### config.mk
export PLATFORM = sky130hd
export DESIGN_NAME = fsp_status_latch
export DESIGN_NICKNAME = d
export VERILOG_FILES = /design/src/fsp_sync.v /design/src/fsp_status_latch.v
export VERILOG_INCLUDE_DIRS = /design/src
export SDC_FILE = /design/constraint.sdc
export NUM_CORES = 1
export LEC_CHECK = 0
export ABC_AREA = 1
export BUFFER_PORTS_ARGS = -buffer_cell sky130_fd_sc_hd__buf_2
export CELL_PAD_IN_SITES_DETAIL_PLACEMENT = 0
export CELL_PAD_IN_SITES_GLOBAL_PLACEMENT = 1
export CORE_MARGIN = 1
export CORE_UTILIZATION = 40
export CTS_BUF_LIST = sky130_fd_sc_hd__clkbuf_2 sky130_fd_sc_hd__clkbuf_4 sky130_fd_sc_hd__clkbuf_8
export CTS_CLUSTER_DIAMETER = 120
export CTS_CLUSTER_SIZE = 30
export DETAILED_ROUTE_END_ITERATION = 7
export PLACE_DENSITY = 0.71
export REMOVE_ABC_BUFFERS = 1
export SYNTH_ARGS = -nofsm -noshare
export SYNTH_HDL_FRONTEND = slang
export SYNTH_SLANG_ARGS = --single-unit
### constraint.sdc
create_clock -name clk_in -period 3.75 [get_ports clk_in]
set_input_delay 0.5625 -clock clk_in [delete_from_list [all_inputs] [get_ports clk_in]]
set_output_delay 0.5625 -clock clk_in [all_outputs]
set_load 0.01 [all_outputs]
### src/fsp_map.vh
/*
  Constants for the volatile status-one latch: opcodes, bit positions,
  the any-register address of the status register and reset values.
  Assumes inclusion by bare name from the design files.
*/
`ifndef FSP_MAP_VH
`define FSP_MAP_VH

// Opcodes taken from the serial link
`define FSP_OP_STATUS_ONE_READ 8'h05
`define FSP_OP_STATUS_TWO_READ 8'h07
`define FSP_OP_ENABLE_VOLATILE 8'h50
`define FSP_OP_ENABLE_WRITES 8'h06
`define FSP_OP_DISABLE_WRITES 8'h04
`define FSP_OP_REGISTER_WRITE 8'h01
`define FSP_OP_STATUS_CLEAR 8'h30
`define FSP_OP_ANY_REG_READ 8'h65
`define FSP_OP_ANY_REG_WRITE 8'h71
`define FSP_OP_CONFIG_ONE_READ 8'h35
`define FSP_OP_CONFIG_TWO_READ 8'h15
`define FSP_OP_CONFIG_THREE_READ 8'h33
`define FSP_OP_SUSPEND 8'h75
`define FSP_OP_RESET_ARM 8'h66
`define FSP_OP_RESET_GO 8'h99
`define FSP_OP_PROGRAM 8'h02
`define FSP_OP_ERASE 8'h20

// Status one bit positions
`define FSP_BIT_LOCK_SELECT 7
`define FSP_BIT_FROM_BOTTOM 6
`define FSP_BIT_RANGE_HI 5
`define FSP_BIT_RANGE_LO 2
`define FSP_BIT_ENABLE_LATCH 1
`define FSP_BIT_BUSY 0

// Status two error bit positions
`define FSP_BIT_PROG_ERROR 6
`define FSP_BIT_ERASE_ERROR 5

// Any-register address of status one
`define FSP_ADDR_STATUS_ONE 24'h800000

// Frame lengths in bytes
`define FSP_LEN_REG_WRITE 3'h2
`define FSP_LEN_ANY_WRITE 3'h5
`define FSP_LEN_ARRAY_OP 3'h4
`define FSP_LEN_ANY_READ 3'h4

// Reset values before the non-volatile copy loads
`define FSP_RESET_STATUS 8'h00
`define FSP_RESET_BYTE 8'h00

`endif

### src/fsp_sync.v
/*
  Two-flop synchroniser for a group of pins from outside the clock domain.
  Assumes the pins are quasi-static relative to clk_in.
*/
`timescale 1ns/10ps

module fsp_sync #(
  parameter WIDTH = 4
) (
  // Clock, reset, enable
  input wire clk_in,
  input wire rst_in,
  input wire ce_in,
  // Pins and synchronised levels
  input wire [WIDTH-1:0] pin_in,
  output wire [WIDTH-1:0] level_out
);

  reg [WIDTH-1:0] stage_one; // First stage, read only by stage two
  reg [WIDTH-1:0] stage_two; // Stable level

  genvar i;
  generate
    for (i = 0; i < WIDTH; i = i + 1) begin : g_bit
      // Two flops per bit
      always @(posedge clk_in or posedge rst_in) begin
        if (rst_in) begin
          stage_one[i] <= 1'b0;
          stage_two[i] <= 1'b0;
        end else if (ce_in) begin
          stage_one[i] <= pin_in[i];
          stage_two[i] <= stage_one[i];
        end
      end
    end
  endgenerate

  assign level_out = stage_two;

endmodule // fsp_sync

### src/fsp_status_latch.v
/*
  Volatile status-one register with its serial command front end, the
  write-enable latch, the busy flag, error flags and the register lock.
  Assumes an array engine on clk_in that answers a start with a done
  pulse, and a non-volatile copy presented as a level.
*/
`timescale 1ns/10ps
`include "fsp_map.vh"

module fsp_status_latch (
  // Clock, reset, enable
  input wire clk_in,
  input wire rst_in,
  input wire ce_in,
  // Serial link pins
  input wire sck_in,
  input wire cs_n_in,
  input wire si_in,
  input wire wp_n_in,
  output reg so_out,
  output reg so_oe_out,
  // Mode levels from the configuration registers
  input wire four_line_command_mode_in,
  input wire four_bit_data_mode_in,
  // Non-volatile copy of status one
  input wire [7:0] status_one_nonvolatile_in,
  input wire nv_update_in,
  // Array engine handshake
  output reg op_start_out,
  output reg op_erase_out,
  output reg op_suspend_out,
  input wire op_done_in,
  input wire op_fail_in,
  // Register contents
  output reg [7:0] status_one_volatile_out,
  output reg program_error_out,
  output reg erase_error_out,
  output reg register_lock_out
);

  // Synchronised pins
  wire [3:0] pins_sync; // sck, cs_n, si, wp_n
  reg sck_prev; // Previous clock level
  reg cs_n_prev; // Previous select level
  wire sck_rise; // Link clock rising edge
  wire sck_fall; // Link clock falling edge
  wire frame_end; // Select released
  wire selected; // Select asserted

  // Link engine state
  reg [2:0] bit_count; // Bit within byte
  reg [2:0] byte_count; // Bytes taken, saturating
  reg [7:0] shift_reg; // Incoming bits
  reg [7:0] opcode; // First byte of frame
  reg [23:0] address; // Any-register address
  reg [7:0] data_byte; // Last byte taken, the data byte of a write
  reg cmd_ok; // Opcode passed busy gate
  reg tx_load; // Next falling edge loads a byte
  reg [7:0] tx_reg; // Outgoing bits
  reg reset_armed; // Arm byte seen
  reg load_pending; // Copy defaults after reset release
  reg array_running; // Array operation in flight
  reg [1:0] sync_warm; // Synchroniser filled since reset
  wire fail_event; // Failing finish in this cycle

  // Status register fields
  wire lock_select;
  wire enable_latch;
  wire busy;
  wire [7:0] shift_next;
  wire byte_done;
  wire wp_level;
  wire locked;
  wire in_error;
  reg gate_ok;
  reg [7:0] read_byte;
  reg [7:0] next_status;

  assign lock_select = status_one_volatile_out[`FSP_BIT_LOCK_SELECT];
  assign enable_latch = status_one_volatile_out[`FSP_BIT_ENABLE_LATCH];
  assign busy = status_one_volatile_out[`FSP_BIT_BUSY];
  assign in_error = program_error_out | erase_error_out;
  assign fail_event = op_done_in & array_running & op_fail_in;

  // Pin synchroniser
  fsp_sync #(
    .WIDTH(4)
  ) u_sync (
    .clk_in(clk_in),
    .rst_in(rst_in),
    .ce_in(ce_in),
    .pin_in({sck_in, cs_n_in, si_in, wp_n_in}),
    .level_out(pins_sync)
  );

  // Edges of the sampled link clock and select
  // Synchroniser resets low, so select counts only once it holds pin levels
  assign selected = ~pins_sync[2] & sync_warm[1];
  assign sck_rise = selected & pins_sync[3] & ~sck_prev;
  assign sck_fall = selected & ~pins_sync[3] & sck_prev;
  assign frame_end = ~selected & ~cs_n_prev;
  assign shift_next = {shift_reg[6:0], pins_sync[1]};
  assign byte_done = sck_rise & (bit_count == 3'h7);

  // Quad modes use the pin as data, so its level counts as high
  // Unfilled synchroniser must not fake a low protect pin
  assign wp_level = pins_sync[0] | ~sync_warm[1] | four_line_command_mode_in | four_bit_data_mode_in;
  // Lock only with select bit set and pin low
  assign locked = lock_select & ~wp_level;

  // Busy gate on the incoming opcode
  always @* begin
    case (shift_next)
      `FSP_OP_STATUS_ONE_READ, `FSP_OP_STATUS_TWO_READ, `FSP_OP_ANY_REG_READ,
      `FSP_OP_SUSPEND, `FSP_OP_STATUS_CLEAR, `FSP_OP_CONFIG_ONE_READ,
      `FSP_OP_CONFIG_TWO_READ, `FSP_OP_CONFIG_THREE_READ,
      `FSP_OP_RESET_ARM, `FSP_OP_RESET_GO: begin
        gate_ok = 1'b1;
      end
      default: begin
        gate_ok = ~busy;
      end
    endcase
  end

  // Byte returned on the next output byte
  always @* begin
    read_byte = `FSP_RESET_BYTE;
    case (opcode)
      `FSP_OP_STATUS_ONE_READ: begin
        read_byte = status_one_volatile_out;
      end
      `FSP_OP_STATUS_TWO_READ: begin
        read_byte[`FSP_BIT_PROG_ERROR] = program_error_out;
        read_byte[`FSP_BIT_ERASE_ERROR] = erase_error_out;
      end
      `FSP_OP_ANY_REG_READ: begin
        if (address == `FSP_ADDR_STATUS_ONE) begin
          read_byte = status_one_volatile_out;
        end
      end
      default: begin
        read_byte = `FSP_RESET_BYTE;
      end
    endcase
  end

  // Host write data; latch and busy positions keep internal values
  always @* begin
    next_status = status_one_volatile_out;
    next_status[`FSP_BIT_LOCK_SELECT:`FSP_BIT_RANGE_LO] = data_byte[7:2];
  end

  // Link receive and transmit engine
  always @(posedge clk_in or posedge rst_in) begin
    if (rst_in) begin
      sck_prev <= 1'b0;
      cs_n_prev <= 1'b1;
      sync_warm <= 2'b00;
      bit_count <= 3'h0;
      byte_count <= 3'h0;
      shift_reg <= `FSP_RESET_BYTE;
      opcode <= `FSP_RESET_BYTE;
      address <= 24'h000000;
      data_byte <= `FSP_RESET_BYTE;
      cmd_ok <= 1'b0;
      tx_load <= 1'b0;
      tx_reg <= `FSP_RESET_BYTE;
      so_out <= 1'b0;
      so_oe_out <= 1'b0;
    end else if (ce_in) begin
      sck_prev <= pins_sync[3];
      cs_n_prev <= ~selected;
      sync_warm <= {sync_warm[0], 1'b1};
      if (!selected) begin
        // Idle between frames
        bit_count <= 3'h0;
        byte_count <= 3'h0;
        tx_load <= 1'b0;
        so_oe_out <= 1'b0;
      end else begin
        if (sck_rise) begin
          // Sample input on rising edge
          shift_reg <= shift_next;
          bit_count <= bit_count + 3'h1;
        end
        if (byte_done) begin
          // Byte complete
          if (byte_count != 3'h7) begin
            byte_count <= byte_count + 3'h1;
          end
          if (byte_count == 3'h0) begin
            opcode <= shift_next;
            cmd_ok <= gate_ok;
          end else if (byte_count < 3'h4) begin
            address <= {address[15:0], shift_next};
          end
          data_byte <= shift_next;
          tx_load <= 1'b1;
        end
        if (sck_fall) begin
          // Drive output on falling edge
          if (tx_load) begin
            tx_load <= 1'b0;
            so_out <= read_byte[7];
            tx_reg <= {read_byte[6:0], 1'b0};
            so_oe_out <= cmd_ok & (opcode == `FSP_OP_STATUS_ONE_READ
              | opcode == `FSP_OP_STATUS_TWO_READ
              | opcode == `FSP_OP_CONFIG_ONE_READ
              | opcode == `FSP_OP_CONFIG_TWO_READ
              | opcode == `FSP_OP_CONFIG_THREE_READ
              | (opcode == `FSP_OP_ANY_REG_READ & byte_count >= `FSP_LEN_ANY_READ));
          end else begin
            so_out <= tx_reg[7];
            tx_reg <= {tx_reg[6:0], 1'b0};
          end
        end
      end
    end
  end

  // Register state: command effects at frame end, engine events
  always @(posedge clk_in or posedge rst_in) begin
    if (rst_in) begin
      status_one_volatile_out <= `FSP_RESET_STATUS;
      program_error_out <= 1'b0;
      erase_error_out <= 1'b0;
      register_lock_out <= 1'b0;
      reset_armed <= 1'b0;
      load_pending <= 1'b1;
      array_running <= 1'b0;
      op_start_out <= 1'b0;
      op_erase_out <= 1'b0;
      op_suspend_out <= 1'b0;
    end else if (ce_in) begin
      op_start_out <= 1'b0;
      op_suspend_out <= 1'b0;
      register_lock_out <= locked;
      if (load_pending) begin
        // Copy defaults once after reset release
        load_pending <= 1'b0;
        status_one_volatile_out <= status_one_nonvolatile_in;
      end else begin
        if (nv_update_in) begin
          // Track the non-volatile lock-select and from-bottom bits
          status_one_volatile_out[`FSP_BIT_LOCK_SELECT] <=
            status_one_nonvolatile_in[`FSP_BIT_LOCK_SELECT];
          status_one_volatile_out[`FSP_BIT_FROM_BOTTOM] <=
            status_one_nonvolatile_in[`FSP_BIT_FROM_BOTTOM];
        end
        if (op_done_in && array_running) begin
          // Array operation finished
          array_running <= 1'b0;
          if (op_fail_in) begin
            // Failure: flag error, stay busy, keep latch
            program_error_out <= ~op_erase_out;
            erase_error_out <= op_erase_out;
          end else begin
            status_one_volatile_out[`FSP_BIT_BUSY] <= 1'b0;
            status_one_volatile_out[`FSP_BIT_ENABLE_LATCH] <= 1'b0;
          end
        end
        if (frame_end && byte_count != 3'h0) begin
          // Any other frame disarms the reset pair
          reset_armed <= 1'b0;
          if (cmd_ok) begin
            case (opcode)
              `FSP_OP_ENABLE_WRITES, `FSP_OP_ENABLE_VOLATILE: begin
                status_one_volatile_out[`FSP_BIT_ENABLE_LATCH] <= 1'b1;
              end
              `FSP_OP_DISABLE_WRITES: begin
                status_one_volatile_out[`FSP_BIT_ENABLE_LATCH] <= 1'b0;
              end
              `FSP_OP_STATUS_CLEAR: begin
                // Clears errors, latch and error-held busy
                status_one_volatile_out[`FSP_BIT_ENABLE_LATCH] <= 1'b0;
                if (!fail_event) begin
                  // A failure in this same cycle keeps its flags and busy
                  program_error_out <= 1'b0;
                  erase_error_out <= 1'b0;
                  if (in_error) begin
                    status_one_volatile_out[`FSP_BIT_BUSY] <= 1'b0;
                  end
                end
              end
              `FSP_OP_REGISTER_WRITE: begin
                // Complete frame, latch set, not locked
                if (byte_count == `FSP_LEN_REG_WRITE && enable_latch && !locked) begin
                  status_one_volatile_out <= next_status;
                end
              end
              `FSP_OP_ANY_REG_WRITE: begin
                // Lock applies only to the status register
                if (byte_count == `FSP_LEN_ANY_WRITE && enable_latch) begin
                  if (address == `FSP_ADDR_STATUS_ONE && !locked) begin
                    status_one_volatile_out <= next_status;
                  end
                end
              end
              `FSP_OP_PROGRAM, `FSP_OP_ERASE: begin
                // Start array operation if enabled
                if (byte_count == `FSP_LEN_ARRAY_OP && enable_latch) begin
                  status_one_volatile_out[`FSP_BIT_BUSY] <= 1'b1;
                  array_running <= 1'b1;
                  op_start_out <= 1'b1;
                  op_erase_out <= (opcode == `FSP_OP_ERASE);
                end
              end
              `FSP_OP_SUSPEND: begin
                // Only while array work runs without error
                if (array_running && !in_error) begin
                  op_suspend_out <= 1'b1;
                end
              end
              `FSP_OP_RESET_ARM: begin
                reset_armed <= 1'b1;
              end
              `FSP_OP_RESET_GO: begin
                // Software reset reloads defaults
                if (reset_armed) begin
                  load_pending <= 1'b1;
                  program_error_out <= 1'b0;
                  erase_error_out <= 1'b0;
                  array_running <= 1'b0;
                end
              end
              default: begin
                reset_armed <= 1'b0;
              end
            endcase
          end
        end
      end
    end
  end

endmodule // fsp_status_latch

==> results.cfg <==
[clock_tree]
cts_made_buffers = 9
cts.clk_slew.worst_paths_ns = 0.09
clock_latency_ns = 0.38
cts_resized = 0
root_buffer = clkbuf_8
cts.sinks = 91
cts_htree_levels = 3
postCtsHoldBufs = 0
post_cts_buffers = 0
cts_buffer_depth = 2
cts_tree = built

[global_routing]
grt_max_degree = 43
overflow = 0
grt.total_usage_pct = 21.3
antenna_found_initial = 0
grt_pass1_vias = 3892
grt_pass1_wl_um = 20300

[route]
top_layer = met4
vias_per_cell = 5.01
drtIter0Drc = 276
wire_per_inst_um = 15.0
wl_met2_um = 5360
drc = 6
dr_wl_met3_um = 454
dr_total_vias = 3984
ant_nets = 0
wl_met1_um = 5920
drt_wl_total_um = 11900
dr.pass1.iters = 6

[worst_setup_path]
crit_fanout = 20
r2r_slack_ns = 1.65
max_stage_delay_ns = 0.41
rr_worst_depth = 7
endpoint_kind = flip-flop
crit_top_cell = inv_1
cp-start-kind = primary input
cp_slowest_cell = inv_1
r2r-end = address[23]
required_ns = 4.03
critical_path_arrival_ns = 2.47
crit_type = primary input to flip-flop
r2r_start = bit_count[0]
crit_path_cell_trace = buf_2 > inv_1 > nor2_8 > nand2_4 > inv_2 > nand3_2 > inv_1 > nand2_1 > o21ai_0 > inv_1

[status]
status = complete, but fails checks
violations = design-rule violations

[timing]
fin_crit_sh_pct = 58.4
drv_slew = 0
period_minus_slack_ns = 2.19
skew_ns = 0.0120
final_hold_viol_count = 0
fin_ws_ns = 1.56
fmax_mhz = 456
tns_ns = 0
rsz0062_at_grt = false
finalSetupViolations = 0
tightestPinTransition_ns = 0.728
relSlewSlack_pct = 51.4

[yosys]
ys_types = 42
async_flop_share_pct = 100
ys_seq_area_share_pct = 48.0
ys_top_cells_by_count = nand2_1 (163), dfrtp_1 (89), inv_1 (77)
synth_top_area_cell = dfrtp_1
synth_seq_cells = 91
yosys.area.top_type_share_pct = 46.9
ys.flop_type = dfrtp_1
yosys_warnings = 0
yosys.cell_count.top_type = nand2_1
mappedNetlistArea_um2 = 4750
synthTopCellsByArea = dfrtp_1 (47%), nand2_1 (13%), inv_1 (6.1%)
synthCells = 609
synth-edff-count = 0
syn_area_per_cell_um2 = 7.80

[cells_and_area]
reg.largest.list = address (24), opcode (8), status_one_volatile_out (8)
final_area_um2 = 5250
syn_to_final_growth_pct = 10.4
largest_reg_flops = 24
layoutNonFillerInstCount = 795
num_antenna_cells = 0
layout.nets = 674
layout-drive-gt1-share_pct = 13.3
top_register = address

[place]
pre_cts_ws_ns = 1.15
dpl.cell_count = 779
placed_area_um2 = 5050
gp_congestion = 0.877
hpwl_um = 9020
io_buffers = 35

[die]
die_x_um = 111
pin_count = 36
dieArea_um2 = 12300
rows = 39
die-height_um = 111
initial_core_util_pct = 41.3
core_area_um2 = 11500

[power]
power_density_nw_per_um2 = 413
irDropWorstVdd_mv = 0.304
leakagePower_nw = 2.92

[run]
cap_violations = 0

[hold_path]
hold_path_class = primary input to async pin
[worst max-delay path: cells and delay by family]
kind | cells | cell delay, ns
compound gates | 1 | 0.07
buf+inv | 5 | 1.06
simple gates | 4 | 0.75
[cell type report]
| class | instances | area (um^2) |
|---|---|---|
| well taps | 143 | 179 |
| flip-flops and latches | 91 | 2280 |
| multi-input cells | 419 | 2060 |
| fillers | 1187 | 6270 |
| clock buffers | 11 | 145 |
| repair buffers | 38 | 198 |
| clock inverters | 5 | 52.6 |
| inverters | 88 | 332 |
[how the worst max path moves through the flow]
stage / startpoint / endpoint / depth (start not counted)
after floorplan: rst_in / address[0] / 1
after global placement: ce_in / address[5] / 10
after detailed placement: ce_in / address[4] / 10
after CTS: ce_in / address[4] / 10
after global routing: ce_in / address[4] / 10
final: ce_in / address[4] / 10
[cells by family (layout without fill, tap and decap cells)]
family | after synthesis | after routing | share of synthesized area (%)
fa+ha+maj | 7 | 7 | 1.84
simple gates | 302 | 302 | 27.5
mux | 14 | 14 | 2.95
buf+inv | 99 | 142 | 8.64
compound gates | 96 | 96 | 11.1
flops | 91 | 91 | 48.0
[routing by layer]
layer  up-vias  global-route usage [%]
li1       2022                       -
met1      1881                    31.0
met2        67                    32.1
met3        14                    2.73
met4         0                    8.95
met5         -                       0
[stage by stage]
step | hold slack (ns) | power (mW) | utilization (%)
2_1_floorplan | 0.437 | 1.36 | -
3_3_place_gp | 0.455 | 1.49 | 43.9
3_5_place_dp | 0.457 | 1.50 | 43.9
4_1_cts | 0.118 | 2.19 | 45.6
5_1_grt | 0.141 | 2.29 | 45.6
6_report | 0.128 | 2.17 | 45.6
[where the power goes]
part           internal [mW]  total, mW  switching [mW]
registers               1.08       1.16          0.0835
clock network          0.331      0.689           0.358
logic                  0.102      0.317           0.215
[placed cells by master, fill, tap and decap left out, types with 4 or more instances in the layout]
cell type and instances:
ha_1 7, nand2_2 4, inv_1 76, a21oi_1 34, o21ai_0 36, nor2_2 4
clkbuf_8 10, nand4_1 8, nand3_1 27, clkinv_2 4, inv_2 9, dfrtp_1 89
buf_2 35, nand2_1 163, nor3_1 8, o21ai_1 9, mux2i_1 14, nor2_1 76
(Power assumes the default switching activity.)
